==> src/pwm_pair_regs.svh <==
`ifndef PWM_PAIR_REGS_SVH
`define PWM_PAIR_REGS_SVH

`define PWM_CNT_WIDTH 16
`define PWM_CNT_ZERO 16'h0000
`define PWM_CNT_ONE 16'h0001
`define PWM_RELOAD_RESET 16'hFFFF
`define PWM_COMPARE_RESET 16'h0000

`endif

==> src/pwm_pair_pkg.sv <==
package pwm_pair_pkg;

    typedef enum logic [1:0] {
        SLAVE_IDLE,
        SLAVE_COUNT
    } slave_state_type;

    typedef struct packed {
        logic [15:0] reload;
        logic [15:0] compare;
    } pwm_values_type;

    typedef struct packed {
        logic period_irq;
        logic zero_irq;
        logic running;
        logic pwm_out;
    } pwm_status_type;

endpackage

==> src/paired_channel_pwm.sv <==
`timescale 1ns/1ps
`include "pwm_pair_regs.svh"
// How it works
// - Master reload plus one count clocks set the output period.
// - Duty equals compare over reload plus one; zero compare means always inactive.
// - Compare at or above reload plus one holds the output always active.
// - Start trigger raises period event, loads reload, then counts down.
// - Master at zero raises period event, reloads and keeps counting.
// - Master repeats until the stop trigger is written.
// - Each period event loads compare into slave counter, which counts down.
// - Slave at zero raises its event, stops, waits for next period event.
// - Output goes active one clock after period event, inactive at slave zero.
// - Reload and compare reach counters only at a period event.
module paired_channel_pwm #(
    parameter int CNT_W = `PWM_CNT_WIDTH
) (
    input wire logic sys_clk,
    input wire logic rst_n,
    input wire logic count_enable,
    input wire logic channel_start_trigger_bit,
    input wire logic channel_stop_trigger_bit,
    input wire pwm_pair_pkg::pwm_values_type values,
    output logic master_period_interrupt,
    output logic slave_zero_interrupt,
    output logic running,
    output logic pwm_output_pin,
    output logic [15:0] master_counter,
    output logic [15:0] slave_counter
);

    // ********************************************************
    // Channel pair state
    // ********************************************************
    logic run_q, run_d;
    logic [15:0] mcnt_q, mcnt_d;
    logic [15:0] scnt_q, scnt_d;
    logic mirq_q, mirq_d;
    logic sirq_q, sirq_d;
    logic out_q, out_d;
    logic full_q, full_d;
    pwm_pair_pkg::slave_state_type sst_q, sst_d;

    // Status bundle gathered so the full and zero scenario covers read as one word
    pwm_pair_pkg::pwm_status_type status;

    // ********************************************************
    // Helpers
    // ********************************************************
    // Zero test shared by both counters and by the compare decode
    function automatic logic cnt_is_zero(input logic [15:0] cnt);
        return cnt == `PWM_CNT_ZERO;
    endfunction

    // ********************************************************
    // Next state
    // ********************************************************
    // Reload and compare are sampled only on the period event, so a late write
    // waits a whole period; this is why software must write both together.
    always_comb begin
        run_d = run_q;
        mcnt_d = mcnt_q;
        scnt_d = scnt_q;
        sst_d = sst_q;
        mirq_d = 1'b0;
        sirq_d = 1'b0;
        out_d = out_q;
        full_d = full_q;
        // Stop freezes both counters where they stand; a restart reloads them anyway
        if (channel_stop_trigger_bit) begin
            run_d = 1'b0;
            out_d = 1'b0;
            sst_d = pwm_pair_pkg::SLAVE_IDLE;
        end else if (channel_start_trigger_bit) begin
            run_d = 1'b1;
            mirq_d = 1'b1;
            mcnt_d = values.reload;
        end else if (run_q && count_enable) begin
            if (cnt_is_zero(mcnt_q)) begin
                mirq_d = 1'b1;
                mcnt_d = values.reload;
            end else begin
                mcnt_d = mcnt_q - `PWM_CNT_ONE;
            end
            // Slave ends on the tick that leaves one, so the pulse spans compare ticks
            if (sst_q == pwm_pair_pkg::SLAVE_COUNT) begin
                if (scnt_q == `PWM_CNT_ONE && !full_q) begin
                    scnt_d = `PWM_CNT_ZERO;
                    sirq_d = 1'b1;
                    out_d = 1'b0;
                    sst_d = pwm_pair_pkg::SLAVE_IDLE;
                end else if (!cnt_is_zero(scnt_q)) begin
                    scnt_d = scnt_q - `PWM_CNT_ONE;
                end
            end
        end
        // Period event seen last cycle: retrigger slave, drive output active unless compare is zero
        if (mirq_q && run_q && !channel_stop_trigger_bit) begin
            scnt_d = values.compare;
            // Saturate at full scale rather than overrun the next period
            full_d = ({1'b0, values.compare} >= ({1'b0, values.reload} + 17'h00001));
            if (cnt_is_zero(values.compare)) begin
                out_d = 1'b0;
                sst_d = pwm_pair_pkg::SLAVE_IDLE;
            end else begin
                out_d = 1'b1;
                sst_d = pwm_pair_pkg::SLAVE_COUNT;
            end
        end
    end

    // ********************************************************
    // Registers
    // ********************************************************
    always_ff @(posedge sys_clk or negedge rst_n) begin
        if (!rst_n) begin
            run_q <= 1'b0;
            mcnt_q <= `PWM_CNT_ZERO;
            scnt_q <= `PWM_CNT_ZERO;
            sst_q <= pwm_pair_pkg::SLAVE_IDLE;
            mirq_q <= 1'b0;
            sirq_q <= 1'b0;
            out_q <= 1'b0;
            full_q <= 1'b0;
        end else begin
            run_q <= run_d;
            mcnt_q <= mcnt_d;
            scnt_q <= scnt_d;
            sst_q <= sst_d;
            mirq_q <= mirq_d;
            sirq_q <= sirq_d;
            out_q <= out_d;
            full_q <= full_d;
        end
    end

    // ********************************************************
    // Outputs
    // ********************************************************
    assign master_period_interrupt = mirq_q;
    assign slave_zero_interrupt = sirq_q;
    assign running = run_q;
    assign pwm_output_pin = out_q;
    assign master_counter = mcnt_q;
    assign slave_counter = scnt_q;
    assign status = '{period_irq: mirq_q, zero_irq: sirq_q, running: run_q, pwm_out: out_q};

    // ********************************************************
    // Checks
    // ********************************************************
    stop_quiet_a: assert property (@(posedge sys_clk) disable iff (!rst_n)
        channel_stop_trigger_bit |=> !pwm_output_pin && !running)
        else $error("output or run flag active after stop");
    start_irq_a: assert property (@(posedge sys_clk) disable iff (!rst_n)
        channel_start_trigger_bit && !channel_stop_trigger_bit |=>
            master_period_interrupt && master_counter == $past(values.reload))
        else $error("start did not raise period event with reload");
    reload_zero_a: assert property (@(posedge sys_clk) disable iff (!rst_n)
        running && count_enable && master_counter == 16'h0000 &&
        !channel_start_trigger_bit && !channel_stop_trigger_bit |=> master_period_interrupt)
        else $error("no period event at master zero");
    count_down_a: assert property (@(posedge sys_clk) disable iff (!rst_n)
        running && count_enable && master_counter != 16'h0000 &&
        !channel_start_trigger_bit && !channel_stop_trigger_bit |=>
            master_counter == $past(master_counter) - 16'h0001)
        else $error("master did not count down");
    frozen_a: assert property (@(posedge sys_clk) disable iff (!rst_n)
        !running && !channel_start_trigger_bit |=> $stable(master_counter))
        else $error("master moved while stopped");
    active_after_a: assert property (@(posedge sys_clk) disable iff (!rst_n)
        master_period_interrupt && running && !channel_stop_trigger_bit &&
        values.compare != 16'h0000 |=> pwm_output_pin && slave_counter == $past(values.compare))
        else $error("output not active one clock after period event");
    zero_duty_a: assert property (@(posedge sys_clk) disable iff (!rst_n)
        master_period_interrupt && values.compare == 16'h0000 |=> !pwm_output_pin)
        else $error("zero compare drove output active");
    slave_end_a: assert property (@(posedge sys_clk) disable iff (!rst_n)
        slave_zero_interrupt |-> !pwm_output_pin && slave_counter == 16'h0000)
        else $error("slave event without inactive output");
    full_scale_a: assert property (@(posedge sys_clk) disable iff (!rst_n)
        slave_zero_interrupt |-> !full_q)
        else $error("saturated duty ended early");
    slave_count_a: assert property (@(posedge sys_clk) disable iff (!rst_n)
        running && count_enable && sst_q == pwm_pair_pkg::SLAVE_COUNT &&
        slave_counter != 16'h0000 && slave_counter != 16'h0001 && !master_period_interrupt &&
        !channel_start_trigger_bit && !channel_stop_trigger_bit |=>
            slave_counter == $past(slave_counter) - 16'h0001)
        else $error("slave did not count down");
    slave_hold_a: assert property (@(posedge sys_clk) disable iff (!rst_n)
        sst_q == pwm_pair_pkg::SLAVE_IDLE && !master_period_interrupt |=> $stable(slave_counter))
        else $error("slave reloaded outside a period event");
    stopped_low_a: assert property (@(posedge sys_clk) disable iff (!rst_n)
        !running |-> !pwm_output_pin)
        else $error("output active while stopped");
    slave_once_a: assert property (@(posedge sys_clk) disable iff (!rst_n)
        slave_zero_interrupt |=> !slave_zero_interrupt)
        else $error("slave event repeated without retrigger");

    // ********************************************************
    // Scenario covers
    // ********************************************************
    period_cov: cover property (@(posedge sys_clk) master_period_interrupt ##1 pwm_output_pin);
    full_cov: cover property (@(posedge sys_clk) full_q && status.pwm_out ##1 status.period_irq);
    zero_cov: cover property (@(posedge sys_clk)
        status.period_irq && values.compare == 16'h0000 ##1 !status.pwm_out);
    slave_cov: cover property (@(posedge sys_clk) slave_zero_interrupt);
    stop_cov: cover property (@(posedge sys_clk) running ##1 !running);

endmodule // paired_channel_pwm

==> config.mk <==
export PLATFORM = sky130hd
export DESIGN_NAME = paired_channel_pwm
export DESIGN_NICKNAME = d
export VERILOG_FILES = /design/src/pwm_pair_pkg.sv /design/src/paired_channel_pwm.sv
export VERILOG_INCLUDE_DIRS = /design/src
export SDC_FILE = /design/constraint.sdc
export NUM_CORES = 1
export LEC_CHECK = 0
export BUFFER_PORTS_ARGS = -buffer_cell sky130_fd_sc_hd__buf_2
export CORE_ASPECT_RATIO = 1.1
export CORE_MARGIN = 1
export CORE_UTILIZATION = 45
export DETAILED_ROUTE_END_ITERATION = 8
export GPL_ROUTABILITY_DRIVEN = 1
export GPL_TIMING_DRIVEN = 0
export PLACE_DENSITY = 0.75
export SLEW_MARGIN = 20
export SYNTH_ARGS = -nofsm -noshare
export SYNTH_HDL_FRONTEND = slang
export SYNTH_SLANG_ARGS = --single-unit
==> constraint.sdc <==
create_clock -name sys_clk -period 3.12 [get_ports sys_clk]
set_input_delay 0.156 -clock sys_clk [delete_from_list [all_inputs] [get_ports sys_clk]]
set_output_delay 0.156 -clock sys_clk [all_outputs]
set_load 0.01 [all_outputs]
==> flow_summary.yaml, run 1 <==
timing:
  fin_skew_ns: 0.00569
  slew_violations: 0
  relSlewSlack_pct: 40.1
  fin_hold_ws_ns: -0.0260
  fin_tns_setup_ns: 0
  fmax_ghz: 0.364
  finalSetupViolations: 0
  fin_crit_sh_pct: 88.1
  fin_ws_ns: 0.370
  post-route-min-period_ns: 2.75
  rsz0062_at_grt: "no"
  hold_viol: 16
  tightest_slew_ns: 0.898
cts:
  cts_resized: 0
  cts_num_sinks: 37
  htreeDepth: 2
  cts.clk_slew.worst_paths_ns: 0.07
  hold_buffers: 0
  cts_made_buffers: 5
  clkLatencyLatePin_ns: 0.29
  clock_path_buffers: 2
  cts_setup_buffers: 0
  cts-root-buf: "clkbuf_8"
  cts_tree: "yes"
synth:
  synth-warning-count: 0
  synth.cell_area_um2: 3020
  synth_top_area_share_pct: 30.6
  synth.area.top_cells: "dfrtp_1 31%, ha_1 8.7%, nand3_1 4.1%"
  yosys.cell_types.count: 58
  synth_edf_count: 0
  synthCells: 362
  yosysTopAreaCell: "dfrtp_1"
  syn-num-nets: 420
  postSynth.asyncResetShare_pct: 100
  avgSynthCellArea_um2: 8.35
  synth_ff_type: "dfrtp_1"
  yosysSeqAreaShare_pct: 30.6
  ys_seq_elements: 37
finish:
  layout_common_cells: "75 x buf_2, 37 x dfrtp_1, 27 x nand2_1"
  fillers: 597
  diodes: 0
  seq_area_um2: 926
  layout-drive-gt1-share_pct: 21.8
  final_common_cell: "buf_2"
  num-nets-final: 499
  syn_to_final_growth_pct: 18.1
  multiInputGateArea_um2: 1960
setup_path:
  cp.arrival_ns: 2.93
  endpoint_kind: "flop"
  critPathLaunch: "slave_counter[2]"
  critPathLaunchType: "flop"
  cp_top_family: "simple AND/OR/NAND/NOR gates"
  critical_path_buf_inv_count: 1
  r2r_start: "slave_counter[2]"
  crit_chain: "nor3_1 > nand4_1 > o21ai_1 > buf_2 > nor3_1 > a221o_1"
  cp_common_cell: "nor3_1"
  path_class: "flop to flop"
  crit_slowest_cell: "nor3_1"
  worst-endpoint-required_ns: 3.30
  path_max_fanout: 10
  critPathMaxStageDelay_ns: 0.66
placement:
  gp_congestion: 0.953
  portBuffers: 72
  dp_slack_ns: 0.462
  dp_hpwl_mm: 7.00
outcome:
  violations: "negative hold slack"
  run_status: "finished with violations"
die:
  start_util_pct: 47.6
  die_y_um: 87.9
  row_count: 30
  core_area_um2: 6340
  die_w_um: 80.1
  ios: 73
  dieArea_um2: 7050
routing:
  ant_nets: 0
  wirelength_mm: 9.15
  first_pass_iters: 5
  drtIter0Drc: 226
  via_count: 3263
  drcViolationCount: 0
  wl_per_cell_um: 17.6
  vias_per_cell: 6.26
global_routing:
  grt_first_pass_wirelength_mm: 14.9
  antenna_found_initial: 0
  grt_use_total_pct: 27.3
  grt_pass1_vias: 3101
  overflow: 0
  grt_max_degree: 38
min_path:
  worstHoldPathType: "input port to async pin"
run:
  cap_violations: 0
pwr:
  peakVddDrop_uv: 284
  leakagePower_nw: 1.54
  p_per_area_nw_per_um2: 553
## layout make-up
| type | count | share of cell area [%] |
|---|---|---|
| Tap cell | 80 | 2.81 |
| Inverter | 16 | 1.68 |
| Clock buffer | 7 | 2.42 |
| Buffer | 17 | 2.10 |
| Timing Repair Buffer | 72 | 10.1 |
| Multi-Input combinational cell | 292 | 54.9 |
| Sequential cell | 37 | 25.9 |
## state kept, by name, summed over array words and instances (netlist names)
register and flops:
slave_zero_interrupt 1, running 1, full_q 1, pwm_output_pin 1, master_counter 16, master_period_interrupt 1, slave_counter 16
## metrics by stage
step                cells  util (%)  cell area (µm²)  hold slack (ns)  total power [W]
floorplan             362         -             3020           -0.140          0.00128
global placement      514      54.9             3480            0.321          0.00159
detailed placement    514      54.9             3480            0.336          0.00162
CTS                   521      56.3             3570           0.0218          0.00197
global route          521      56.3             3570           0.0610          0.00211
finish                521      56.3             3570          -0.0260          0.00197
## path summary, 6_finish.rpt
| path | to | slack [ns] | depth (start not counted) |
|---|---|---|---|
| max in group asynchronous | slave_counter[5] | 2.57 | 1 |
| setup / recovery | slave_counter[2] | 0.37 | 6 |
| hold reg to reg | slave_counter[7] | 0.52 | 1 |
| min in group sys_clk | running | 0.11 | 2 |
| setup reg to reg | slave_counter[2] | 0.37 | 6 |
| hold / removal | slave_counter[3] | -0.03 | 1 |
## cell usage after synthesis, types with 2 or more instances
| library cell | count |
|---|---|
| buf_4 | 2 |
| xnor2_1 | 6 |
| o41ai_1 | 2 |
| o31ai_1 | 2 |
| a221o_1 | 3 |
| nor2b_1 | 3 |
| a22oi_1 | 3 |
| o21ai_0 | 22 |
| o2bb2ai_1 | 5 |
| or4_4 | 3 |
| or3_1 | 7 |
| a211o_1 | 2 |
| a2bb2oi_1 | 4 |
| nand4b_1 | 2 |
| nor4_4 | 2 |
| dfrtp_1 | 37 |
| nand3_1 | 25 |
| a211oi_1 | 2 |
| a32oi_1 | 5 |
| a22o_1 | 4 |
| clkbuf_1 | 12 |
| o32ai_1 | 2 |
| nor3_1 | 13 |
| nor2_1 | 26 |
| nand3b_1 | 2 |
| buf_2 | 3 |
| a21o_1 | 2 |
| and3_1 | 9 |
| or3_2 | 2 |
| nand2b_1 | 2 |
| nor4_1 | 9 |
| or2_2 | 2 |
| nand4_1 | 11 |
| o211ai_1 | 5 |
| ha_1 | 21 |
| nand2_1 | 27 |
| inv_1 | 16 |
| a2111oi_0 | 3 |
| a21oi_1 | 23 |
| o22ai_1 | 2 |
| xor2_1 | 11 |
| or4_1 | 2 |
## routing by layer
| layer | routed length (µm) | vias to the layer above | GRT usage, % |
|---|---|---|---|
| met1 | 3800 | 1529 | 33.4 |
| met4 | 272 | 0 | 10.6 |
| li1 | - | 1544 | - |
| met3 | 636 | 26 | 4.06 |
| met2 | 4450 | 164 | 48.2 |
| met5 | 0 | - | 0 |
## cell families after synthesis
group	synth area share, %
flip-flops	30.6
AO/OA/AOI/OAI	23.1
multiplexers	0.331
XOR/XNOR	4.93
buffers and inverters	4.47
adder cells (fa/ha/maj)	8.70
AND/OR/NAND/NOR	27.8
## power by group
group	internal (W)	switching (W)	total (W)
registers	0.000606	0.000184	0.000790
logic	0.000348	0.000478	0.000826
clock network	0.000176	0.000180	0.000356
Power figures use the tool's default switching activity.
==> run 2, diff against run 1 <==
- BUFFER_PORTS_ARGS: -buffer_cell sky130_fd_sc_hd__buf_2 -> -buffer_cell sky130_fd_sc_hd__clkbuf_2
==> run 2 against run 1 <==
The flow still finishes with violations (negative hold slack). Wire length rose by 0.13%. Non-clock buffer count unchanged. Die area is the same. First-iteration DRC count shrank 17%. Global-route usage decreased by 0.095 points. Final cell count fell by 0.19%. Critical path depth is 3 higher. Final area is 0.35% lower. Critical endpoint is now slave_counter[13]. Largest power group unchanged.
==> flow_summary.yaml, run 2 (same netlist as run 1, synthesis figures left out) <==
outcome:
  run_status: "finished with violations"
  violations: "negative hold slack"
finish:
  diodes: 0
  final_util_pct: 56.1
  syn_to_final_growth_pct: 17.7
  num-nets-final: 499
  layout_common_cells: "72 x clkbuf_2, 37 x dfrtp_1, 27 x nand2_1"
  layout-drive-gt1-share_pct: 21.8
  final_common_cell: "clkbuf_2"
setup_path:
  cp.arrival_ns: 2.93
  r2r_slack_ns: 0.38
  path_class: "flop to flop"
  worst-endpoint-required_ns: 3.31
  endpoint_kind: "flop"
  path_max_fanout: 10
  critPathLaunchType: "flop"
  regToRegEndpoint: "slave_counter[13]"
  r2r_cells: 9
  r2r_start: "slave_counter[0]"
timing:
  fin_crit_sh_pct: 87.7
  fmax_ghz: 0.365
  slew_violations: 0
  fin_tns_setup_ns: 0
  relSlewSlack_pct: 36.0
  fin_hold_ws_ns: -0.00240
  fin_skew_ns: 0.00966
  tightest_slew_ns: 0.960
  finalSetupViolations: 0
  rsz0062_at_grt: "no"
  post-route-min-period_ns: 2.74
  hold_viol: 3
routing:
  wl_per_cell_um: 17.6
  ant_nets: 0
  first_pass_iters: 5
  via_count: 3260
  wirelength_mm: 9.17
  drtIter0Drc: 188
  drcViolationCount: 0
  vias_per_cell: 6.27
die:
  row_count: 30
  core_area_um2: 6340
  start_util_pct: 47.6
  ios: 73
  die_y_um: 87.9
  die_w_um: 80.1
  dieArea_um2: 7050
placement:
  portBuffers: 72
  gp_congestion: 0.950
  dp_hpwl_mm: 7.02
pwr:
  p_per_area_nw_per_um2: 548
  peakVddDrop_uv: 299
  leakagePower_nw: 1.54
run:
  cap_violations: 0
cts:
  cts_setup_buffers: 0
  clock_path_buffers: 2
  cts_num_sinks: 37
  hold_buffers: 0
  htreeDepth: 2
  cts.clk_slew.worst_paths_ns: 0.08
  cts-root-buf: "clkbuf_8"
  cts_tree: "yes"
  clkLatencyLatePin_ns: 0.30
  cts_made_buffers: 5
  cts_resized: 0
min_path:
  worstHoldPathType: "input port to async pin"
global_routing:
  grt_max_degree: 38
  grt_use_total_pct: 27.2
  antenna_found_initial: 0
  overflow: 0
  grt_pass1_vias: 3103
  grt_first_pass_wirelength_mm: 14.8
[run 2: cell types whose count changed in the layout (fill, tap and decap cells not counted), sizes merged]
cell | previous run | this run
buf | 77 | 5
clkbuf | 19 | 89
clkinv | 0 | 1
[run 2: worst max-delay path, cell delays in order, from the launching register on]
cell	delay (ns)
dfrtp_1	0.45
inv_1	0.09
ha_1	0.23
or4b_1	0.17
clkbuf_1	0.28
nor4_4	0.11
a311oi_1	0.41
clkbuf_1	0.38
o21ai_0	0.20
a221o_1	0.32
[run 2: final cells by class]
class                           count  area, µm²
Inverter                           16       60.1
Fill cell                         623       2790
Multi-Input combinational cell    292       1960
Timing Repair Buffer               72        360
Sequential cell                    37        926
Clock inverter                      1       5.00
Buffer                             17       75.1
Tap cell                           80        100
Clock buffer                        5       68.8
[run 2: worst max path at each step]
| stage | startpoint | to | slack (ns) | depth (start not counted) |
|---|---|---|---|---|
| 3_3_place_gp | slave_counter[2] | slave_counter[2] | 0.41 | 6 |
| 5_1_grt | slave_counter[2] | slave_counter[8] | 0.18 | 6 |
| 4_1_cts | slave_counter[0] | slave_counter[13] | 0.42 | 9 |
| 6_report | slave_counter[0] | slave_counter[13] | 0.38 | 9 |
| 3_5_place_dp | slave_counter[0] | slave_counter[13] | 0.41 | 9 |
| 2_1_floorplan | slave_counter[0] | slave_counter[2] | 0.78 | 9 |
[run 2: per-layer routing]
metal	share of wire [%]	vias up	wire [µm]	GRT usage, %
li1	-	1538	-	-
met1	41	1542	3780	33.3
met2	51	170	4650	48.4
met3	6.8	10	623	3.75
met4	1.2	0	113	10.1
met5	0	-	0	0
[run 2: where the power goes]
part | internal, W | total, W | switching, W
Clock | 0.000147 | 0.000328 | 0.000181
Sequential | 0.000606 | 0.000794 | 0.000188
Combinational | 0.000345 | 0.000827 | 0.000481
[run 2: metrics by stage]
stage | cell area [µm²] | setup slack (ns) | cells | hold slack, ns | total power, W
finish | 3560 | 0.383 | 520 | -0.00240 | 0.00195
detailed placement | 3480 | 0.410 | 514 | 0.362 | 0.00162
global placement | 3480 | 0.405 | 514 | 0.356 | 0.00160
global route | 3560 | 0.177 | 520 | 0.0803 | 0.00209
CTS | 3560 | 0.418 | 520 | 0.0453 | 0.00194
floorplan | 3020 | 0.778 | 362 | -0.140 | 0.00128
